<file path="src/include/cpu_core_regs.svh">
`ifndef CPU_CORE_REGS_SVH
`define CPU_CORE_REGS_SVH

// Flag bit positions inside condition_flags
`define FLAG_CARRY       3'd0
`define FLAG_ZERO        3'd1
`define FLAG_NEGATIVE    3'd2
`define FLAG_PRIO_LOW    3'd3
`define FLAG_HALF        3'd4
`define FLAG_PRIO_HIGH   3'd5

// Reset values; undefined flag bits come up as zero
`define CC_RESET         8'he8
`define CC_FIXED_ONES    8'hc0
`define ACC_RESET        8'h00
`define INDEX_RESET      8'h00
`define PC_RESET         16'h0000
`define SP_HIGH          8'h01
`define SP_LOW_RESET     8'hff
`define SP_RESET         16'h01ff

// Priority encodings held in priority_bit_high/priority_bit_low
`define PRIO_LEVEL0      2'h2
`define PRIO_LEVEL1      2'h1
`define PRIO_LEVEL2      2'h0
`define PRIO_DISABLED    2'h3

// Stack bytes per frame
`define FRAME_IRQ        3'h5
`define FRAME_CALL       3'h2
`define FRAME_SINGLE     3'h1

`endif

</file>
<file path="src/include/cpu_core_pkg.sv">
package cpu_core_pkg;

  // Operations presented by the instruction sequencer
  typedef enum logic [4:0] {
    OP_NONE, OP_LOAD_A, OP_LOAD_X, OP_LOAD_Y, OP_ADD, OP_ADC, OP_SUB, OP_SHIFT,
    OP_BIT_TEST, OP_SET_CARRY, OP_RESET_CARRY, OP_SET_PRIORITY, OP_FLAG_BIT,
    OP_JUMP, OP_LOAD_SP_LOW, OP_RESET_SP, OP_PUSH_A, OP_PUSH_X, OP_PUSH_Y,
    OP_PUSH_CC, OP_POP_A, OP_POP_X, OP_POP_Y, OP_POP_CC, OP_CALL, OP_RET,
    OP_IRQ_ENTRY, OP_RETURN_FROM_INTERRUPT_INSTR
  } op_type;

  // Stack sequencer states
  typedef enum logic [1:0] {
    SEQ_IDLE, SEQ_PUSH, SEQ_POP_ISSUE, SEQ_POP_TAKE
  } seq_type;

  // Whole register-set state
  typedef struct packed {
    logic [7:0]  acc;
    logic [7:0]  index_x;
    logic [7:0]  index_y;
    logic [15:0] program_counter;
    logic [7:0]  condition_flags;
    logic [15:0] stack_pointer;
    seq_type     seq;
    op_type      op;
    logic [2:0]  step;
    logic [15:0] jump_target;
    logic [15:0] mem_addr;
    logic [7:0]  mem_wdata;
    logic        mem_write;
    logic        mem_read;
    logic        busy;
  } state_type;

endpackage : cpu_core_pkg

</file>
<file path="src/cpu_core_registers.sv">
`timescale 1ns/10ps
`include "cpu_core_regs.svh"
// How it works
// - 8-bit accumulator holds operands and results
// - Two 8-bit index registers; interrupts leave second
// - 16-bit program counter from low, high bytes
// - 8-bit flags; reset bits 7,6,5,3 one
// - Half carry from bit 3 on add
// - Negative flag copies result bit 7
// - Zero flag set on zero result
// - Carry from arithmetic, set/reset, test, shifts
// - Priority bits encode software level, 11 disables
// - Interrupt entry loads source priority; instructions change
// - Flags pushable, poppable, individually bit controllable
// - Stack pointer upper byte fixed 01, reset 01ff
// - Push writes then decrements; pop increments first
// - Reset or stack-reset instruction sets low ones
// - Stack pointer low byte loadable by load
// - Stack pointer wraps silently both directions
// - Interrupt pushes low pc byte first, decrementing
// - Call uses two stack bytes, interrupt five
module cpu_core_registers
  import cpu_core_pkg::*;
(
  input  wire logic        sys_clk,                 // CPU clock
  input  wire logic        rst,                     // Synchronous MCU reset
  input  wire logic        op_valid,                // Operation request, one cycle
  input  op_type           op,                      // Operation code
  input  wire logic [7:0]  data_in,                 // Operand or external ALU result
  input  wire logic        carry_in,                // Carry from shifter or bit test
  input  wire logic [15:0] target_addr,             // Jump, call or vector address
  input  wire logic [1:0]  source_priority_setting, // Priority of serviced source
  input  wire logic [7:0]  mem_rdata,               // Stack byte read, same cycle
  output logic      [7:0]  acc,                     // Accumulator
  output logic      [7:0]  index_x,                 // First index register
  output logic      [7:0]  index_y,                 // Second index register
  output logic      [15:0] program_counter,         // Next instruction address
  output logic      [7:0]  condition_flags,         // Flags and priority bits
  output logic      [15:0] stack_pointer,           // Next free stack byte
  output logic      [15:0] mem_addr,                // Stack access address
  output logic      [7:0]  mem_wdata,               // Stack write byte
  output logic             mem_write,               // Stack write strobe
  output logic             mem_read,                // Stack read strobe
  output logic             busy                     // Stack sequence running
);

  state_type state;      // Registered state
  state_type next_state; // Next state

  // Bytes in the frame moved by a stack operation
  function automatic logic [2:0] frame_len(input op_type o);
    unique case (o)
      OP_IRQ_ENTRY, OP_RETURN_FROM_INTERRUPT_INSTR: frame_len = `FRAME_IRQ;
      OP_CALL, OP_RET:       frame_len = `FRAME_CALL;
      default:               frame_len = `FRAME_SINGLE;
    endcase
  endfunction : frame_len

  // Byte to push at each step of a push sequence
  function automatic logic [7:0] push_byte(input state_type s);
    push_byte = s.acc;
    unique case (s.op)
      OP_IRQ_ENTRY: begin
        // Low pc byte first, then the rest of the context
        unique case (s.step)
          3'h0:    push_byte = s.program_counter[7:0];
          3'h1:    push_byte = s.program_counter[15:8];
          3'h2:    push_byte = s.index_x;
          3'h3:    push_byte = s.acc;
          default: push_byte = s.condition_flags;
        endcase
      end
      OP_CALL: begin
        // Return address, low byte first
        push_byte = (s.step == 3'h0) ? s.program_counter[7:0] : s.program_counter[15:8];
      end
      OP_PUSH_X:  push_byte = s.index_x;
      OP_PUSH_Y:  push_byte = s.index_y;
      OP_PUSH_CC: push_byte = s.condition_flags;
      default:    push_byte = s.acc;
    endcase
  endfunction : push_byte

  // Negative and zero flags from a result byte
  function automatic logic [7:0] set_nz(input logic [7:0] cc, input logic [7:0] r);
    set_nz = cc;
    set_nz[`FLAG_NEGATIVE] = r[7];
    set_nz[`FLAG_ZERO]     = (r == 8'h00);
  endfunction : set_nz

  // Operation decode and stack sequencing
  always_comb begin
    logic [8:0] sum;       // Add or subtract result with carry
    logic [4:0] low_sum;   // Low nibble sum for half carry
    logic       cin;       // Carry into the adder
    logic [7:0] sp_low;    // Working low stack byte
    next_state           = state;
    next_state.mem_write = 1'b0;
    next_state.mem_read  = 1'b0;
    sum                  = 9'h000;
    low_sum              = 5'h00;
    cin                  = 1'b0;
    sp_low               = state.stack_pointer[7:0];
    unique case (state.seq)
      SEQ_IDLE: begin
        // Requests are taken only here; busy keeps the sequencer away
        if (op_valid) begin
          unique case (op)
            OP_NONE: begin
            end
            OP_LOAD_A: begin
              next_state.acc             = data_in;
              next_state.condition_flags = set_nz(state.condition_flags, data_in);
            end
            OP_LOAD_X: begin
              next_state.index_x         = data_in;
              next_state.condition_flags = set_nz(state.condition_flags, data_in);
            end
            OP_LOAD_Y: begin
              next_state.index_y         = data_in;
              next_state.condition_flags = set_nz(state.condition_flags, data_in);
            end
            OP_ADD, OP_ADC: begin
              // Adder kept here so the half carry sees the real nibble carry
              cin     = (op == OP_ADC) ? state.condition_flags[`FLAG_CARRY] : 1'b0;
              sum     = {1'b0, state.acc} + {1'b0, data_in} + {8'h00, cin};
              low_sum = {1'b0, state.acc[3:0]} + {1'b0, data_in[3:0]} + {4'h0, cin};
              next_state.acc             = sum[7:0];
              next_state.condition_flags = set_nz(state.condition_flags, sum[7:0]);
              next_state.condition_flags[`FLAG_HALF]  = low_sum[4];
              next_state.condition_flags[`FLAG_CARRY] = sum[8];
            end
            OP_SUB: begin
              // Carry flag holds the borrow
              sum = {1'b0, state.acc} - {1'b0, data_in};
              next_state.acc             = sum[7:0];
              next_state.condition_flags = set_nz(state.condition_flags, sum[7:0]);
              next_state.condition_flags[`FLAG_CARRY] = sum[8];
            end
            OP_SHIFT: begin
              next_state.acc             = data_in;
              next_state.condition_flags = set_nz(state.condition_flags, data_in);
              next_state.condition_flags[`FLAG_CARRY] = carry_in;
            end
            OP_BIT_TEST: begin
              next_state.condition_flags[`FLAG_CARRY] = carry_in;
            end
            OP_SET_CARRY: begin
              next_state.condition_flags[`FLAG_CARRY] = 1'b1;
            end
            OP_RESET_CARRY: begin
              next_state.condition_flags[`FLAG_CARRY] = 1'b0;
            end
            OP_SET_PRIORITY: begin
              // Enable, disable, halt and wait give the level in data_in[1:0]
              next_state.condition_flags[`FLAG_PRIO_HIGH] = data_in[1];
              next_state.condition_flags[`FLAG_PRIO_LOW]  = data_in[0];
            end
            OP_FLAG_BIT: begin
              // data_in[2:0] picks the bit, data_in[3] its value
              if (data_in[2:0] <= `FLAG_PRIO_HIGH) begin
                next_state.condition_flags[data_in[2:0]] = data_in[3];
              end
            end
            OP_JUMP: begin
              next_state.program_counter = target_addr;
            end
            OP_LOAD_SP_LOW: begin
              next_state.stack_pointer = {`SP_HIGH, data_in};
            end
            OP_RESET_SP: begin
              next_state.stack_pointer = {`SP_HIGH, `SP_LOW_RESET};
            end
            OP_PUSH_A, OP_PUSH_X, OP_PUSH_Y, OP_PUSH_CC, OP_CALL, OP_IRQ_ENTRY: begin
              next_state.seq         = SEQ_PUSH;
              next_state.op          = op;
              next_state.step        = 3'h0;
              next_state.jump_target = target_addr;
              next_state.busy        = 1'b1;
            end
            OP_POP_A, OP_POP_X, OP_POP_Y, OP_POP_CC, OP_RET, OP_RETURN_FROM_INTERRUPT_INSTR: begin
              next_state.seq  = SEQ_POP_ISSUE;
              next_state.op   = op;
              next_state.step = 3'h0;
              next_state.busy = 1'b1;
            end
            default: begin
            end
          endcase
        end
      end
      SEQ_PUSH: begin
        // Write at the free location, then step down; 8-bit wrap is silent
        next_state.mem_addr      = state.stack_pointer;
        next_state.mem_wdata     = push_byte(state);
        next_state.mem_write     = 1'b1;
        sp_low                   = state.stack_pointer[7:0] - 8'h01;
        next_state.stack_pointer = {`SP_HIGH, sp_low};
        next_state.step          = state.step + 3'h1;
        if (state.step + 3'h1 == frame_len(state.op)) begin
          next_state.seq  = SEQ_IDLE;
          next_state.busy = 1'b0;
          if (state.op == OP_IRQ_ENTRY) begin
            // Priority taken after the old flags are saved
            next_state.condition_flags[`FLAG_PRIO_HIGH] = source_priority_setting[1];
            next_state.condition_flags[`FLAG_PRIO_LOW]  = source_priority_setting[0];
            next_state.program_counter = state.jump_target;
          end else if (state.op == OP_CALL) begin
            next_state.program_counter = state.jump_target;
          end
        end
      end
      SEQ_POP_ISSUE: begin
        // Step up first, then read the byte there
        sp_low                   = state.stack_pointer[7:0] + 8'h01;
        next_state.stack_pointer = {`SP_HIGH, sp_low};
        next_state.mem_addr      = {`SP_HIGH, sp_low};
        next_state.mem_read      = 1'b1;
        next_state.seq           = SEQ_POP_TAKE;
      end
      SEQ_POP_TAKE: begin
        // The byte is on mem_rdata while mem_read is high
        unique case (state.op)
          OP_POP_A: next_state.acc     = mem_rdata;
          OP_POP_X: next_state.index_x = mem_rdata;
          OP_POP_Y: next_state.index_y = mem_rdata;
          OP_POP_CC: begin
            next_state.condition_flags = mem_rdata | `CC_FIXED_ONES;
          end
          OP_RET: begin
            if (state.step == 3'h0) begin
              next_state.program_counter[15:8] = mem_rdata;
            end else begin
              next_state.program_counter[7:0]  = mem_rdata;
            end
          end
          OP_RETURN_FROM_INTERRUPT_INSTR: begin
            // Reverse of the entry order; index_y is never touched
            unique case (state.step)
              3'h0:    next_state.condition_flags       = mem_rdata | `CC_FIXED_ONES;
              3'h1:    next_state.acc                   = mem_rdata;
              3'h2:    next_state.index_x               = mem_rdata;
              3'h3:    next_state.program_counter[15:8] = mem_rdata;
              default: next_state.program_counter[7:0]  = mem_rdata;
            endcase
          end
          default: begin
          end
        endcase
        next_state.step = state.step + 3'h1;
        if (state.step + 3'h1 == frame_len(state.op)) begin
          next_state.seq  = SEQ_IDLE;
          next_state.busy = 1'b0;
        end else begin
          next_state.seq  = SEQ_POP_ISSUE;
        end
      end
      default: begin
        next_state.seq = SEQ_IDLE;
      end
    endcase
    // Upper flag bits and upper stack byte are held by hardware
    next_state.condition_flags = next_state.condition_flags | `CC_FIXED_ONES;
    next_state.stack_pointer[15:8] = `SP_HIGH;
  end

  // State register; reset leaves the flags at 111x1xxx with x as zero
  always_ff @(posedge sys_clk) begin
    if (rst) begin
      state                 <= '0;
      state.acc             <= `ACC_RESET;
      state.index_x         <= `INDEX_RESET;
      state.index_y         <= `INDEX_RESET;
      state.program_counter <= `PC_RESET;
      state.condition_flags <= `CC_RESET;
      state.stack_pointer   <= `SP_RESET;
      state.seq             <= SEQ_IDLE;
      state.op              <= OP_NONE;
    end else begin
      state <= next_state;
    end
  end

  // Outputs straight from the state register
  assign acc             = state.acc;
  assign index_x         = state.index_x;
  assign index_y         = state.index_y;
  assign program_counter = state.program_counter;
  assign condition_flags = state.condition_flags;
  assign stack_pointer   = state.stack_pointer;
  assign mem_addr        = state.mem_addr;
  assign mem_wdata       = state.mem_wdata;
  assign mem_write       = state.mem_write;
  assign mem_read        = state.mem_read;
  assign busy            = state.busy;

endmodule : cpu_core_registers
</file>
<file path="config.mk">
export PLATFORM = sky130hd
export DESIGN_NAME = cpu_core_registers
export DESIGN_NICKNAME = d
export VERILOG_FILES = /design/src/include/cpu_core_pkg.sv /design/src/cpu_core_registers.sv
export VERILOG_INCLUDE_DIRS = /design/src /design/src/include
export SDC_FILE = /design/constraint.sdc
export NUM_CORES = 1
export LEC_CHECK = 0
export BUFFER_PORTS_ARGS = -buffer_cell sky130_fd_sc_hd__buf_2
export CORE_UTILIZATION = 50
export CTS_BUF_LIST = sky130_fd_sc_hd__clkbuf_4
export DETAILED_ROUTE_END_ITERATION = 6
export GPL_TIMING_DRIVEN = 0
export HOLD_SLACK_MARGIN = 0.08
export PLACE_DENSITY = 0.69
export SETUP_SLACK_MARGIN = 0.2
export SLEW_MARGIN = 10
export SYNTH_ARGS = -nofsm -noshare
export SYNTH_HDL_FRONTEND = slang
export SYNTH_SLANG_ARGS = --single-unit
</file>
<file path="constraint.sdc">
create_clock -name sys_clk -period 5.4 [get_ports sys_clk]
set_input_delay 1.08 -clock sys_clk [delete_from_list [all_inputs] [get_ports sys_clk]]
set_output_delay 1.08 -clock sys_clk [all_outputs]
set_load 0.1 [all_outputs]
</file>
After elaboration in Yosys (flattened, before gate mapping)
Cells that the tools add are included.
{"block": "totals", "register_bits": 109, "input_bits": 43, "out_inout_bits": 91, "wordCells": 208}
{"block": "op_classes", "n_addsub": 8, "n_lt_le_gt_ge": 3, "eq_ne": 75, "muxes": 63, "n_reduce_logical": 38}
{"op": "equality test 5 bit, second input constant", "count": 23}
{"op": "2-to-1 mux 90 bit", "count": 1}
{"op": "2-to-1 mux 8 bit", "count": 11}
{"op": "2-to-1 mux 16 bit", "count": 5}
{"op": "one-hot mux 16 bit (2 select lines)", "count": 2}
{"op": "one-hot mux 16 bit (3 select lines)", "count": 1}
{"op": "one-hot mux 24 bit (2 select lines)", "count": 1}
{"op": "one-hot mux 8 bit (3 select lines)", "count": 2}
{"op": "equality test 5 x 4 -> 1 bit, second input constant", "count": 8}
{"op": "one-hot mux 8 bit (5 select lines)", "count": 1}
{"op": "one-hot mux 8 bit (2 select lines)", "count": 2}
{"op": "one-hot mux 8 bit (4 select lines)", "count": 1}
{"op": "logical NOT 8 bit", "count": 3}
{"op": "!= test 3 x 1 -> 1 bit, second input constant", "count": 8}
{"op": "AND reduction 8 bit", "count": 3}
{"op": "equality test 5 x 3 -> 1 bit, second input constant", "count": 4}
{"op": "one-hot mux 10 bit (2 select lines)", "count": 1}
{"op": "!= test 3 bit, second input constant", "count": 6}
{"op": "one-hot mux 3 bit (2 select lines)", "count": 3}
{"op": "one-hot mux 9 bit (2 select lines)", "count": 1}
{"op": "AND reduction 6 bit", "count": 3}
{"op": "one-hot mux 2 bit (4 select lines)", "count": 2}
{"op": "AND reduction 3 bit", "count": 5}
{"op": "AND reduction 5 bit", "count": 3}
{"op": "44 further kinds", "count": 87}

Longest topological paths before layout
{"block": "depth", "depth_word": 9, "ltp_mapped": 12}

Least setup slack after synthesis
Ideal clock, no wire load.
{"block": "synth_timing", "kind": "in2reg", "start": "in op[3]", "end": "reg, netlist name acc[6]", "setup_ps": 119, "arrival_ps": 3687, "setup_slack_ps": 1594, "cell_stages": 12, "cell_sequence": "clkbuf_1 nand2b_1 nor4b_1 fa_1 fa_1 nor2b_1 o311ai_0 a21oi_1 xnor2_1 a22oi_1 a21oi_1 o221a_2"}
{"block": "synth_via", "elab_chain_cells": 6, "word_cells_on_any_way": 14, "classes_between": "1 x add/sub; 6 x eq/ne; 4 x mux; 3 x reduce/logical"}
{"element": "start: declaration", "line_no": "cpu_core_registers.sv:28", "text": "input op_type op,"}
{"element": "equality test 5 x 3 -> 1 bit"}
{"element": "2-to-1 mux 1 bit", "line_no": "cpu_core_registers.sv:125", "text": "cin = (op == OP_ADC) ? state.condition_flags[`FLAG_CARRY] : 1'b0;"}
{"element": "adder 9 x 1 -> 9 bit", "line_no": "cpu_core_registers.sv:126", "text": "sum = {1'b0, state.acc} + {1'b0, data_in} + {8'h00, cin};"}
{"element": "one-hot mux 8 bit (3 select lines)", "line_no": "cpu_core_registers.sv:108", "text": "unique case (op)"}
{"element": "2-to-1 mux 90 bit", "line_no": "cpu_core_registers.sv:107", "text": "if (op_valid) begin"}
{"element": "one-hot mux 24 bit (2 select lines)", "line_no": "cpu_core_registers.sv:104", "text": "unique case (state.seq)"}
Parallel ways exist; a longest one is shown, timed or not. The select of a mux whose other input is x is not followed.
A chain may end at the register's enable or synchronous reset.

Final worst setup path
{"block": "layout_timing", "start": "in op[3]", "end": "reg, netlist name condition_flags[1]"}
{"block": "layout_via", "elab_chain_cells": 7, "word_cells_on_any_way": 19, "classes_between": "1 x add/sub; 10 x eq/ne; 4 x mux; 4 x reduce/logical"}
{"element": "equality test 5 x 3 -> 1 bit"}
{"element": "2-to-1 mux 1 bit", "line_no": "cpu_core_registers.sv:125"}
{"element": "adder 9 x 1 -> 9 bit", "line_no": "cpu_core_registers.sv:126"}
{"element": "logical NOT 8 bit", "line_no": "cpu_core_registers.sv:88", "text": "set_nz[`FLAG_ZERO] = (r == 8'h00);"}
{"element": "one-hot mux 2 bit (4 select lines)", "line_no": "cpu_core_registers.sv:108"}
{"element": "2-to-1 mux 90 bit", "line_no": "cpu_core_registers.sv:107"}
{"element": "one-hot mux 3 bit (2 select lines)", "line_no": "cpu_core_registers.sv:104"}
Parallel ways exist; a longest one is shown, timed or not. The select of a mux whose other input is x is not followed.

==> metrics <==
Reg clk slew, reported paths 0.15 ns; commonest non-fill, non-tap cell in the layout nor2_1; CTS resizes 0; core box area 0.01470 sq mm; WP buf/inv 2; clock share of power 8.3%; IO Port Bufs 113; TritonCTS clock tree done; yosys warns 0; Max IR drop VDD 0.0004517 V; Setup TNS 0 ns; Startpoint Class input pin; fraction of layout instances using a drive strength above 1 21.77%; Mapped Avg Cell Area 7.575 sq um; ys async rst share 0%; initial DRC count 756; critical path depth 13; Hold Path End mem_wdata[7]$_SDFFE_PP0P_; drt pass-1 iters 7; Leakage 3.777 nW; RSZ-0062 raised after global routing no; row count 44; Hold Path Depth 2; most used cell, CP fa_1; fin util 58.74%; crit-path leading delay family compound AO/OA/AOI/OAI gates; Worst EP arrival 4.38 ns; Cells after Synth 1009; Crit. End Element flop; DRC errors left 10; via/cell ratio 5.939; Synth cell types 75; Final #Nets 1221; Max transition margin 25.05%; Max Fclk 252.6 MHz; failing checks design-rule violations; hpwl dp 19150 microns; status complete, but fails checks; CP max stage delay 0.53 ns; wire per inst 18.41 microns; max-slew violations 0; Synth area leaders dfxtp_1 26%, buf_4 8.8%, nor2_1 6.4%; routability cong. 0.9236; Sw Ratio 59.04%; Sequential Power Share 22.7%; vias post-DR 7947; worst-case reg-to-reg path depth 10; first-pass GRT wire length 38160 microns; measured slew at the worst slew-check pin 1.114 ns; vias in the first global route 7030; Tightest Hold Check Type reg2reg; clk buf depth 2; worst r2r src condition_flags[0]$_SDFFE_PP0P_; Die H 125.6 microns; maxcap violations 0; number of clock sinks 100; setup violators final 0; Worst Hold Launch mem_wdata[7]$_SDFFE_PP0P_; die area 0.01579 sq mm; Worst R2R End condition_flags[1]$_SDFFE_PP0P_; period utilization 73.30%; Layout area overhead 12.96%; H-tree levels 3; reg2reg setup slack 2.11 ns; crit-path max FO 10; P_int 0.002032 W; Die X 125.6 microns; Clock Skew 0.03074 ns; WS Path Type in2reg; Psw 0.002929 W; CTS Buf Count 9; initial antenna violation count 1; Power Density 574.5 mW/mm^2; Slowest-stage cell, CP o31ai_1; total gr overflow 0; Hold Buf Count CTS 0; CTS Root Cell clkbuf_4; Comb power frac 68.9%; #FFs+latches synth 100; fin area 0.008635 sq mm; Post-DP Area 0.008496 sq mm; Tmin final 3.958 ns; Most used DFF post-synth dfxtp_1; number of synthesized flops with an enable pin 0; register area share after synthesis 26.19%; number of I/O pins 134; Post-CTS Setup Inserts 0; fill count 1414; Global Route Usage Sum 30.98%; Yosys top cell area share 26.19%; largest net degree at the start of global routing 17; crit path cell chain buf_2 > clkbuf_1 > nand2b_1 > nor4b_1 > fa_1 > fa_1 > nor2b_1 > o31ai_1 > nand2_1 > a211o_1 > o41ai_1 > nand3_1 > o22ai_1; antenna viol nets, final 0; Required @ worst endpoint 5.82 ns; Fin. Hold Viols 0; mapped cell area 0.007644 sq mm; leading area contributor after synthesis dfxtp_1; WL final 24630 microns; most frequent cells in the layout 131 x nor2_1, 121 x buf_2, 100 x dfxtp_1; Clk Latency, worst-skew pair 0.50 ns; Initial Util 52.00%
routing by layer:
layer | wire length [microns] | track usage, %
met1 | 10760 | 43.42
met2 | 11090 | 49.22
met3 | 2205 | 4.588
met4 | 579 | 9.110
met5 | 0 | 0
registers in the layout, summed over array words and instances (netlist names):
register         count
busy                 1
stack_pointer        8
mem_read             1
state               26
mem_write            1
mem_addr             9
acc                  8
mem_wdata            8
program_counter     16
index_y              8
index_x              8
condition_flags      6
worst max-delay path by stage:
stage,slack [ns],start,to
after floorplan,1.59,op[3],acc[6]$_SDFFE_PP0P_
after global placement,1.02,op[3],acc[6]$_SDFFE_PP0P_
after detailed placement,1.04,op[3],acc[6]$_SDFFE_PP0P_
after CTS,1.56,op[3],condition_flags[1]$_SDFFE_PP0P_
after global routing,1.32,op[3],condition_flags[1]$_SDFFE_PP0P_
final,1.44,op[3],condition_flags[1]$_SDFFE_PP0P_
cells by family after synthesis:
family          Yosys count  share of synthesized area (%)
other cells               2                        0.09825
buf+inv                 199                          14.44
fa+ha+maj                30                          5.205
simple gates            335                          20.69
flops                   100                          26.19
mux                      39                          5.222
xor+xnor                 18                          2.063
compound gates          286                          26.09
per-stage QoR:
| step | instances | total power, W | hold slack [ns] | setup slack (ns) |
|---|---|---|---|---|
| after floorplan | 1024 | 0.003846 | 0.4414 | 1.594 |
| after global placement | 1321 | 0.004497 | 0.4530 | 1.025 |
| after detailed placement | 1321 | 0.004511 | 0.4560 | 1.040 |
| after CTS | 1337 | 0.004922 | 0.4751 | 1.557 |
| after global routing | 1338 | 0.005251 | 0.5092 | 1.320 |
| final | 1338 | 0.004961 | 0.4799 | 1.442 |
tightest hold or removal path, stage by stage (launching register included):
cell and delay, ns:
dfxtp_1 0.34, nand2_1 0.06, a21oi_1 0.05
cell usage after synthesis, types with 21 or more instances:
| master | number |
|---|---|
| inv_1 | 32 |
| dfxtp_1 | 100 |
| buf_4 | 90 |
| clkbuf_1 | 61 |
| a21oi_1 | 73 |
| nor2_1 | 131 |
| o21ai_0 | 40 |
| nand2_1 | 81 |
| mux2i_1 | 32 |
| nor3_1 | 21 |
| ha_1 | 27 |
final cells by class:
| type | instances | area (sq um) | area share, % |
|---|---|---|---|
| Multi-Input combinational cell | 725 | 4594 | 53.21 |
| Sequential cell | 100 | 2002 | 23.19 |
| Buffer | 166 | 979.7 | 11.35 |
| Timing Repair Buffer | 113 | 565.5 | 6.550 |
| Tap cell | 184 | 230.2 | 2.666 |
| Inverter | 33 | 123.9 | 1.435 |
| Clock buffer | 10 | 75.07 | 0.8694 |
| Clock inverter | 6 | 61.31 | 0.7100 |
| Antenna cell | 1 | 2.502 | 0.02898 |
power groups by stage:
stage / registers (W) / logic [W] / clock network, W
after global placement: 0.00114 / 0.00336 / 0
after CTS: 0.00112 / 0.00339 / 0.000414
after global routing: 0.00114 / 0.00365 / 0.000453
final: 0.00113 / 0.00342 / 0.000413
after floorplan: 0.00109 / 0.00275 / 0
after detailed placement: 0.00114 / 0.00337 / 0
No activity file was read; power rests on OpenSTA's default activity.
